## src/rtl/ppr_pkg.sv

```systemverilog
/*
 * Shared constants and types for the pin remap and change-notice block.
 * Assumes a 32-bit classic Wishbone slave with word addressing by byte address.
 */
package ppr_pkg;

    // Counts of remappable inputs, pins and ports
    localparam int NUM_INPUTS = 8;
    localparam int NUM_PINS = 8;
    localparam int NUM_PORTS = 7;
    localparam int SEL_WIDTH = 4;
    localparam int ADDR_WIDTH = 12;

    // Presence masks for device variants, one bit per select register
    localparam logic [NUM_INPUTS-1:0] INPUT_PRESENT = 8'hff;
    localparam logic [NUM_PINS-1:0] PIN_PRESENT = 8'hff;

    // Register map, byte addresses
    localparam logic [ADDR_WIDTH-1:0] CFG_CTRL_OFFSET = 12'h000;
    localparam logic [ADDR_WIDTH-1:0] INPUT_SEL_BASE = 12'h100;
    localparam logic [ADDR_WIDTH-1:0] PIN_SEL_BASE = 12'h200;
    localparam logic [ADDR_WIDTH-1:0] CN_CTRL_BASE = 12'h300;

    // Field positions
    localparam int LOCK_BIT = 13;
    localparam int CN_ENABLE_BIT = 15;
    localparam int CN_IDLE_STOP_BIT = 13;

    // Reset values
    localparam logic [SEL_WIDTH-1:0] SEL_RESET = 4'h0;
    localparam logic CTRL_BIT_RESET = 1'b0;

    // Bus answer state
    typedef enum logic [0:0] {
        BUS_IDLE = 1'b0,
        BUS_ACK = 1'b1
    } ppr_bus_type;

endpackage : ppr_pkg

```

## src/rtl/ppr_route_if.sv

```systemverilog
/*
 * Carrier for the select fields between the register file and the router.
 * Assumes ppr_pkg is compiled first.
 */
`timescale 1ns/1ns
interface ppr_route_if;
    import ppr_pkg::*;
    logic [SEL_WIDTH-1:0] inputSel [NUM_INPUTS]; // Source choice per input
    logic [SEL_WIDTH-1:0] pinSel [NUM_PINS]; // Function choice per pin
    modport regs (output inputSel, output pinSel);
    modport router (input inputSel, input pinSel);
endinterface : ppr_route_if

```

## src/rtl/ppr_router.sv

```systemverilog
/*
 * Pin routing mux: steers pins to peripheral inputs and outputs to pins.
 * Assumes select fields are registered by the caller.
 */
`timescale 1ns/1ns
module ppr_router (
    ppr_route_if.router sel,
    input wire logic [15:0] pinIn,
    input wire logic [15:0] periphOut,
    output logic [ppr_pkg::NUM_INPUTS-1:0] periphIn,
    output logic [ppr_pkg::NUM_PINS-1:0] pinOut
);
    import ppr_pkg::*;

    ////////////////////////////////////////////////////////////////////////
    // One mux per input and per pin
    genvar i;
    generate
        for (i = 0; i < NUM_INPUTS; i++) begin : gIn
            assign periphIn[i] = pinIn[sel.inputSel[i]];
        end
        for (i = 0; i < NUM_PINS; i++) begin : gPin
            assign pinOut[i] = periphOut[sel.pinSel[i]];
        end
    endgenerate
endmodule : ppr_router

```

## src/rtl/ppr_top.sv

```systemverilog
/*
 * Pin remap registers, change-notice port control and a Wishbone slave.
 * Assumes a classic Wishbone master on ref_clk and an asynchronous reset.
 */
// Overview of operation
// Input select holds 4-bit field, reset zero
// Select bits 31..4 read zero, ignore writes
// Pin output select holds 4-bit field
// Select writes accepted only while lock clear
// Absent select registers not implemented per variant
// Change-notice enable bit 15, reset zero
// Stop-in-idle bit 13 halts when idle
// Other change-notice bits read zero
// Accepted select change routes next cycle
`timescale 1ns/1ns
module ppr_top (
    input wire logic ref_clk,
    input wire logic resetn,
    input wire logic [ppr_pkg::ADDR_WIDTH-1:0] wb_adr_i,
    input wire logic [31:0] wb_dat_i,
    output logic [31:0] wb_dat_o,
    input wire logic wb_we_i,
    input wire logic [3:0] wb_sel_i,
    input wire logic wb_cyc_i,
    input wire logic wb_stb_i,
    output logic wb_ack_o,
    input wire logic cpuIdle,
    input wire logic [15:0] pinIn,
    input wire logic [15:0] periphOut,
    output logic [ppr_pkg::NUM_INPUTS-1:0] periphIn,
    output logic [ppr_pkg::NUM_PINS-1:0] pinOut,
    output logic [ppr_pkg::NUM_PORTS-1:0] changeNoticeActive
);
    import ppr_pkg::*;

    ////////////////////////////////////////////////////////////////////////
    // State
    ppr_route_if route ();
    ppr_bus_type busState; // Answer state
    ppr_bus_type next_busState;
    logic [31:0] readData; // Registered read data
    logic [31:0] next_readData;
    logic pinConfigLock; // Configuration lock
    logic next_pinConfigLock;
    logic [SEL_WIDTH-1:0] inputSel [NUM_INPUTS];
    logic [SEL_WIDTH-1:0] next_inputSel [NUM_INPUTS];
    logic [SEL_WIDTH-1:0] pinSel [NUM_PINS];
    logic [SEL_WIDTH-1:0] next_pinSel [NUM_PINS];
    logic [NUM_PORTS-1:0] cnEnable; // Per-port change-notice enable
    logic [NUM_PORTS-1:0] next_cnEnable;
    logic [NUM_PORTS-1:0] cnIdleStop; // Per-port stop in idle
    logic [NUM_PORTS-1:0] next_cnIdleStop;

    // Request decode
    logic request;
    logic writeHit;
    logic [3:0] regIndex;
    logic [3:0] regGroup;
    assign request = wb_cyc_i && wb_stb_i && (busState == BUS_IDLE);
    assign writeHit = request && wb_we_i;
    assign regIndex = wb_adr_i[5:2];
    assign regGroup = wb_adr_i[11:8];

    ////////////////////////////////////////////////////////////////////////
    // Next values of all registers and the bus answer
    always_comb begin
        next_busState = BUS_IDLE;
        next_readData = 32'h0000_0000;
        next_pinConfigLock = pinConfigLock;
        next_inputSel = inputSel;
        next_pinSel = pinSel;
        next_cnEnable = cnEnable;
        next_cnIdleStop = cnIdleStop;
        if (request) begin
            // Answer every request, mapped or not, one cycle later
            next_busState = BUS_ACK;
            if (wb_adr_i[7:6] == 2'b00) begin
                case (regGroup)
                    CFG_CTRL_OFFSET[11:8]: begin
                        if (regIndex == 4'h0) begin
                            next_readData[LOCK_BIT] = pinConfigLock;
                            if (wb_we_i && wb_sel_i[LOCK_BIT/8]) begin
                                next_pinConfigLock = wb_dat_i[LOCK_BIT];
                            end
                        end
                    end
                    INPUT_SEL_BASE[11:8]: begin
                        if (regIndex < 4'(NUM_INPUTS) && INPUT_PRESENT[regIndex[2:0]]) begin
                            next_readData[SEL_WIDTH-1:0] = inputSel[regIndex[2:0]];
                            if (writeHit && wb_sel_i[0] && !pinConfigLock) begin
                                next_inputSel[regIndex[2:0]] = wb_dat_i[SEL_WIDTH-1:0];
                            end
                        end
                    end
                    PIN_SEL_BASE[11:8]: begin
                        if (regIndex < 4'(NUM_PINS) && PIN_PRESENT[regIndex[2:0]]) begin
                            next_readData[SEL_WIDTH-1:0] = pinSel[regIndex[2:0]];
                            if (writeHit && wb_sel_i[0] && !pinConfigLock) begin
                                next_pinSel[regIndex[2:0]] = wb_dat_i[SEL_WIDTH-1:0];
                            end
                        end
                    end
                    CN_CTRL_BASE[11:8]: begin
                        if (regIndex < 4'(NUM_PORTS)) begin
                            // Only bits 15 and 13 exist
                            next_readData[CN_ENABLE_BIT] = cnEnable[regIndex[2:0]];
                            next_readData[CN_IDLE_STOP_BIT] = cnIdleStop[regIndex[2:0]];
                            if (writeHit && wb_sel_i[1]) begin
                                next_cnEnable[regIndex[2:0]] = wb_dat_i[CN_ENABLE_BIT];
                                next_cnIdleStop[regIndex[2:0]] = wb_dat_i[CN_IDLE_STOP_BIT];
                            end
                        end
                    end
                    default: begin
                        // Unmapped: acknowledged, reads zero, writes dropped
                    end
                endcase
            end
        end
    end

    ////////////////////////////////////////////////////////////////////////
    // Register all state
    always_ff @(posedge ref_clk or negedge resetn) begin
        if (!resetn) begin
            busState <= BUS_IDLE;
            readData <= 32'h0000_0000;
            pinConfigLock <= CTRL_BIT_RESET;
            for (int k = 0; k < NUM_INPUTS; k++) begin
                inputSel[k] <= SEL_RESET;
            end
            for (int k = 0; k < NUM_PINS; k++) begin
                pinSel[k] <= SEL_RESET;
            end
            cnEnable <= '0;
            cnIdleStop <= '0;
        end else begin
            busState <= next_busState;
            readData <= next_readData;
            pinConfigLock <= next_pinConfigLock;
            inputSel <= next_inputSel;
            pinSel <= next_pinSel;
            cnEnable <= next_cnEnable;
            cnIdleStop <= next_cnIdleStop;
        end
    end

    ////////////////////////////////////////////////////////////////////////
    // Outputs
    assign wb_ack_o = (busState == BUS_ACK);
    assign wb_dat_o = readData;

    // Change notice runs when enabled and not halted by idle
    assign changeNoticeActive = cnEnable & ~(cnIdleStop & {NUM_PORTS{cpuIdle}});

    // Registered selects drive routing the cycle after the write
    always_comb begin
        route.inputSel = inputSel;
        route.pinSel = pinSel;
    end

    ppr_router uRouter (
        .sel(route.router),
        .pinIn(pinIn),
        .periphOut(periphOut),
        .periphIn(periphIn),
        .pinOut(pinOut)
    );

endmodule : ppr_top
```

## config.mk

```make
export PLATFORM = sky130hd
export DESIGN_NAME = ppr_top
export DESIGN_NICKNAME = d
export VERILOG_FILES = /design/src/rtl/ppr_pkg.sv /design/src/rtl/ppr_route_if.sv /design/src/rtl/ppr_router.sv /design/src/rtl/ppr_top.sv
export SDC_FILE = /design/constraint.sdc
export NUM_CORES = 1
export LEC_CHECK = 0
export ABC_CLOCK_PERIOD_IN_PS = 2800
export BUFFER_PORTS_ARGS = -buffer_cell sky130_fd_sc_hd__buf_2
export CAP_MARGIN = 5
export CORE_ASPECT_RATIO = 1.5
export CORE_MARGIN = 5
export CORE_UTILIZATION = 34
export CTS_CLUSTER_DIAMETER = 120
export DETAILED_ROUTE_END_ITERATION = 10
export GPL_ROUTABILITY_DRIVEN = 0
export PLACE_DENSITY_LB_ADDON = 0.15
export SLEW_MARGIN = 20
export SYNTH_ARGS = -nofsm -noshare
export SYNTH_HDL_FRONTEND = slang
export SYNTH_SLANG_ARGS = --single-unit
```

## constraint.sdc

```tcl
create_clock -name ref_clk -period 2.8 [get_ports ref_clk]
set_input_delay 0.28 -clock ref_clk [delete_from_list [all_inputs] [get_ports ref_clk]]
set_output_delay 0.28 -clock ref_clk [all_outputs]
set_load 0.02 [all_outputs]
```

# After elaboration in Yosys (flattened, before gate mapping)
# Memory sizes are Yosys's and may differ from the RTL's.
# Cells that the tools add are included.
[totals] mem_bits_ro=8 ff_bits=86 memories=1 output_inout_bits=56 inputBits=86
[memory_table] memory="(no name shown)" words=8 width=1 rd=1 rd_clocked_by_memory_dff=0 write_ports=0 line="ppr_top.sv:96" text="if (regIndex < 4'(NUM_PINS) && PIN_PRESENT[regIndex[2:0]]) begin"
[classes] order_cmp=22 n_reduce_logical=18 muxes=66 n_bitwise=5 eq_ne=3
[op_table] op="less-than comparator 4 x 5 -> 1 bit (second input constant)" count=16
[op_table] op="binary-select mux 1 bit (select 4 bit)" count=16
[op_table] op="bitwise mux 32 bit" count=2
[op_table] op="2-to-1 mux 4 bit" count=9
[op_table] op="2-to-1 mux 1 bit" count=29
[op_table] op="binary-select mux 4 bit (select 3 bit)" count=2
[op_table] op="AND reduction 5 bit" count=4
[op_table] op="AND 7 bit" count=2
[op_table] op="bitwise mux 7 bit" count=2
[op_table] op="demux 4 bit (select 3 bit)" count=1
[op_table] op="logical AND 1 bit" count=10
[op_table] op="equality test 4 x 2 -> 1 bit (second input constant)" count=2
[op_table] op="logical NOT 4 bit" count=2
[op_table] op="case mux 4 bit (2 select lines)" count=1
[op_table] op="NOT 7 bit" count=1
[op_table] op="binary-select mux 1 bit (select 3 bit)" count=2
[op_table] op="equality test 4 x 1 -> 1 bit (second input constant)" count=1
[op_table] op="greater-or-equal comparator 4 bit (second input constant)" count=1
[op_table] op="less-than comparator 3 x 4 -> 1 bit (second input constant)" count=1
[op_table] op="less-than comparator 4 x 1 -> 1 bit (second input constant)" count=1
[op_table] op="less-than comparator 4 x 3 -> 1 bit (second input constant)" count=1
[op_table] op="less-than comparator 4 bit (second input constant)" count=1
[op_table] op="NOT 3 -> 4 bit" count=1
[op_table] op="demux 1 bit (select 3 bit)" count=1
[op_table] op="other kinds (5)" count=5

# Longest topological paths before layout
[depth] word_depth=8 ltp_mapped=7 mapped_depth_nobuf=5

# By module
# A second synthesis with hierarchy kept.
[hier_totals] hier_cells=429 area_unflattened_um2=6548.8
[modules_own_cells] mod="ppr_top" instances=1 cells_per_inst=317 area_each_um2=4386.7
[modules_own_cells] mod="ppr_router" instances=1 cells_per_inst=112 area_each_um2=2162.1

# Least setup slack after synthesis
# Ideal clock, no wire load.
[synth_path] path_type="flip-flop to flip-flop" from="register busState, in the netlist wb_ack_o" to="register inputSel[24] (netlist bit)" n_path_buf=1 path_stages_with_launch=7 setup_time_ns=0.125 path_slack_ns=0.684 synth_period_minus_slack_ns=2.116 arrival_ns=1.991 cell_sequence="dfrtp_1 and3b_2 nand4b_4 or4b_4 buf_12 nor2_8 mux2_4"
[synth_between] elab_chain_cells=6
[synth_lines] item="from (decl)" line="ppr_top.sv:39" text="ppr_bus_type busState;"
[synth_lines] item="from (signal assigned)" line="ppr_top.sv:138" text="busState <= next_busState;"
[synth_lines] item="NOT 1 bit (*)" line="ppr_top.sv:59" text="assign request = wb_cyc_i && wb_stb_i && (busState == BUS_IDLE);"
[synth_lines] item="logical AND 1 bit (*)" line="ppr_top.sv:59"
[synth_lines] item="logical AND 1 bit" line="ppr_top.sv:60" text="assign writeHit = request && wb_we_i;"
[synth_lines] item="logical AND 1 bit (2 in series)" line="ppr_top.sv:90" text="if (writeHit && wb_sel_i[0] && !pinConfigLock) begin"
[synth_lines] item="AND reduction 5 bit (no source line) (*)"
[synth_lines] item="to (signal assigned)" line="ppr_top.sv:141" text="inputSel <= next_inputSel;"
[synth_lines] item="to (decl)" line="ppr_top.sv:45" text="logic [SEL_WIDTH-1:0] inputSel [NUM_INPUTS];"
# Mark *: on every way between the ends. The rest lies on a longest branch, timed or not.
# A chain may end at the register's enable or synchronous reset.

# Final worst setup path
[layout_path] from="register inputSel[28] (netlist bit)" to="output port periphIn[0] (netlist bit)"
[layout_between] elab_chain_cells=2
[layout_lines] item="binary-select mux 1 bit (select 4 bit)" line="ppr_router.sv:20" text="assign periphIn[i] = pinIn[sel.inputSel[i]];"
[layout_lines] item="2-to-1 mux 1 bit (not written as such)" line="ppr_router.sv:20"
[layout_lines] item="to (decl)" line="ppr_top.sv:30" text="output logic [ppr_pkg::NUM_INPUTS-1:0] periphIn,"
# Every way passes these cells. The select of a mux whose other input is x is not followed.

==> results.md <==
* Final worst clock skew at 6.49 ps
* RR Startpoint: wb_ack_o
* All-Layer GR Usage at 0.169
* Synth Area in Compound Gates at 0.0273
* First-pass GRT wire length at 27500 um
* CP required at 2520 ps
* N_diodes at 0
* Critical Path Start: inputSel[28]
* PortBufs at 85
* Drt initial violations at 352
* Met2 Track Usage GR at 0.305
* Vias at 4240
* Mapped Area at 6380 sq um
* Initial antenna violation count at 0
* Synth cell types at 43
* WS Path Type: flop to primary output
* Core Footprint at 18500 sq um
* Clock Sinks at 86
* Die ar. at 21700 sq um
* Clock Latency Late Sink at 340 ps
* Top cells by area, synth: dfrtp_1 34%, mux4_2 33%, mux2_2 10%, mux2_4 4.7%, buf_4 3.3%
* CP arrival at 2120 ps
* Worst vdd ir at 0.245 mV
* Highest clock rate at 0.417 GHz
* Post-route minimum period at 2400 ps
* Pwr dens at 379 nW/um^2
* Vias per cell at 5.68
* # H-tree levels at 3
* Seq/Total Area, Yosys at 0.337
* Most common cell after layout, fill and taps aside: mux4_2
* Clock Tree Root: clkbuf_16
* GRT met3 Usage at 0.0258
* Die Span X at 122 um
* Placed cell area at 6950 sq um
* Fraction of layout cells with a size suffix above 1 at 0.594
* Hold Startpoint: wb_dat_i[15]
* Area Overhead vs Synth at 13.3%
* Starting density of the core at 0.344
* Ys flop type: dfrtp_1
* Area leader, netlist: dfrtp_1
* Resized cells post-CTS at 0
* Relative slew slack at 0.616
* GR met1 Demand/Resource at 0.213
* Pin count of the biggest net entering global routing at 42
* Combinational family with the most area after synthesis: multiplexers
* Leakage power at 0.00319 uW
* Final net count at 576
* Filler cell count at 1772
* Row cnt at 61
* HPWL Detailed at 13500 um
* Synthesized instance count at 414
* Post-CTS Setup Bufs at 0
* Hold_buf cts at 1
* I/O pins at 142
* Die H at 178 um
* Worst slew pin tran at 572 ps
* Vias in the first global route at 4535
* Post-synthesis simple-gate area fraction at 0.0781
* Buffer depth of the longest clock path at 2
* Flop2flop setup slack at 580 ps
* Final Hold Fails at 0
* Outcome: finished, final reports clean
* Final worst slack at 399 ps
* Unrepaired setup endpoints after global routing: false
* Pre-CTS WS at 538 ps
* Finished layout cell area at 7230 sq um
* Commonest cells after routing, fill and taps aside: 93 x mux4_2, 86 x dfrtp_1, 84 x buf_2, 57 x mux2_2, 26 x conb_1
* Clock transition at path regs at 60 ps
* Post-Synth XOR/XNOR Area at 0
* Total of max-cap violations at 0
* Final wirelength at 18000 um
* Hold crit path type: primary input to flop
* #FFs+latches synth at 86
* Post-Layout Cell Count at 747
* Placed cells at 730
* Nature of the critical path endpoint: primary output
* TritonRoute pass-1 iters at 6
* Area of the multi-input gates at 3980 sq um
* Yosys top cell area share at 0.337
* Final Setup Violations at 0
* DRC at 0
* Wire per inst at 24.1 um
* TNS Setup at 0 ps
* Mux contribution to synthesized area at 0.504
* Gr busiest metal: met2
* Antenna-violating nets left at 0
* Slew Viols, Final at 0
* CP Max Fanout at 6
* YS warnings at 0
* Post-synth EDFFs at 0
* Grt ovf at 0
* Post-Syn Area per Cell at 15.4 sq um
* Post-synthesis adder-cell area fraction at 0
* CTS tree: done
* Startpoint types: flop
* FF/Latch Area at 2150 sq um
* Fin crit share at 0.857
* Num CTS Buffers at 9
* Asr flop ratio synth at 1.00
[flip-flops by register name, summed over array words and instances (netlist names)]
register and cells:
cnEnable 7, cnIdleStop 7, inputSel 32, pinConfigLock 1, pinSel 32, wb_ack_o 1
wb_dat_o 6
[per-stage QoR]
stage          total power, uW   util  hold slack, ps
2_1_floorplan             1500      -           -15.6
3_5_place_dp              1660  0.375             307
3_3_place_gp              1650  0.375             306
4_1_cts                   2780  0.390             268
6_report                  2740  0.390             274
5_1_grt                   2850  0.390             275
[final cells by class]
| type | count | share of cell area |
|---|---|---|
| clock inverter | 5 | 0.00485 |
| multi-input combinational | 297 | 0.551 |
| inverter | 1 | 0.000519 |
| sequential | 86 | 0.298 |
| timing repair buffer | 95 | 0.0699 |
| clock buffer | 11 | 0.0322 |
| tap | 252 | 0.0436 |
[critical path, cell delays in order, from the launching register on]
cell and delay (ps):
dfrtp_1 590, mux4_2 550, mux4_2 470, buf_2 170
[cell families (layout without fill, tap and decap cells)]
kind of cell    count (synthesis)  in the layout
mux                           187            187
flops                          86             86
simple gates                   59             59
buf+inv                        56            112
compound gates                 25             25
other cells                     1             26
[synth_stat cells, types with 6 or more instances]
master	number
a21boi_0	7
buf_2	6
buf_4	28
clkbuf_1	19
dfrtp_1	86
mux2_2	57
mux2_4	20
mux2i_1	12
mux4_2	93
nand2_1	6
nor2_1	12
nor2_8	8
[routing by layer]
layer | part of all wire | wire, um
met5 | 0 | 0
met4 | 0.012 | 213
met3 | 0.051 | 923
met2 | 0.54 | 9670
met1 | 0.40 | 7170
[report_power, final]
group / switching, uW / internal (uW) / total (uW)
sequential: 3.95 / 1250 / 1250
clock: 503 / 604 / 1110
combinational: 237 / 147 / 383
[path summary, 6_finish.rpt]
kind                                 endpoint  cells past startpoint
worst max-delay path              periphIn[0]                      3
worst min-delay path              cnEnable[0]                      2
worst max register to register    inputSel[7]                      5
worst min register to register  cnIdleStop[6]                      1
max in group asynchronous         inputSel[1]                      3
min in group asynchronous         cnEnable[2]                      2
Power figures use the tool's default switching activity.
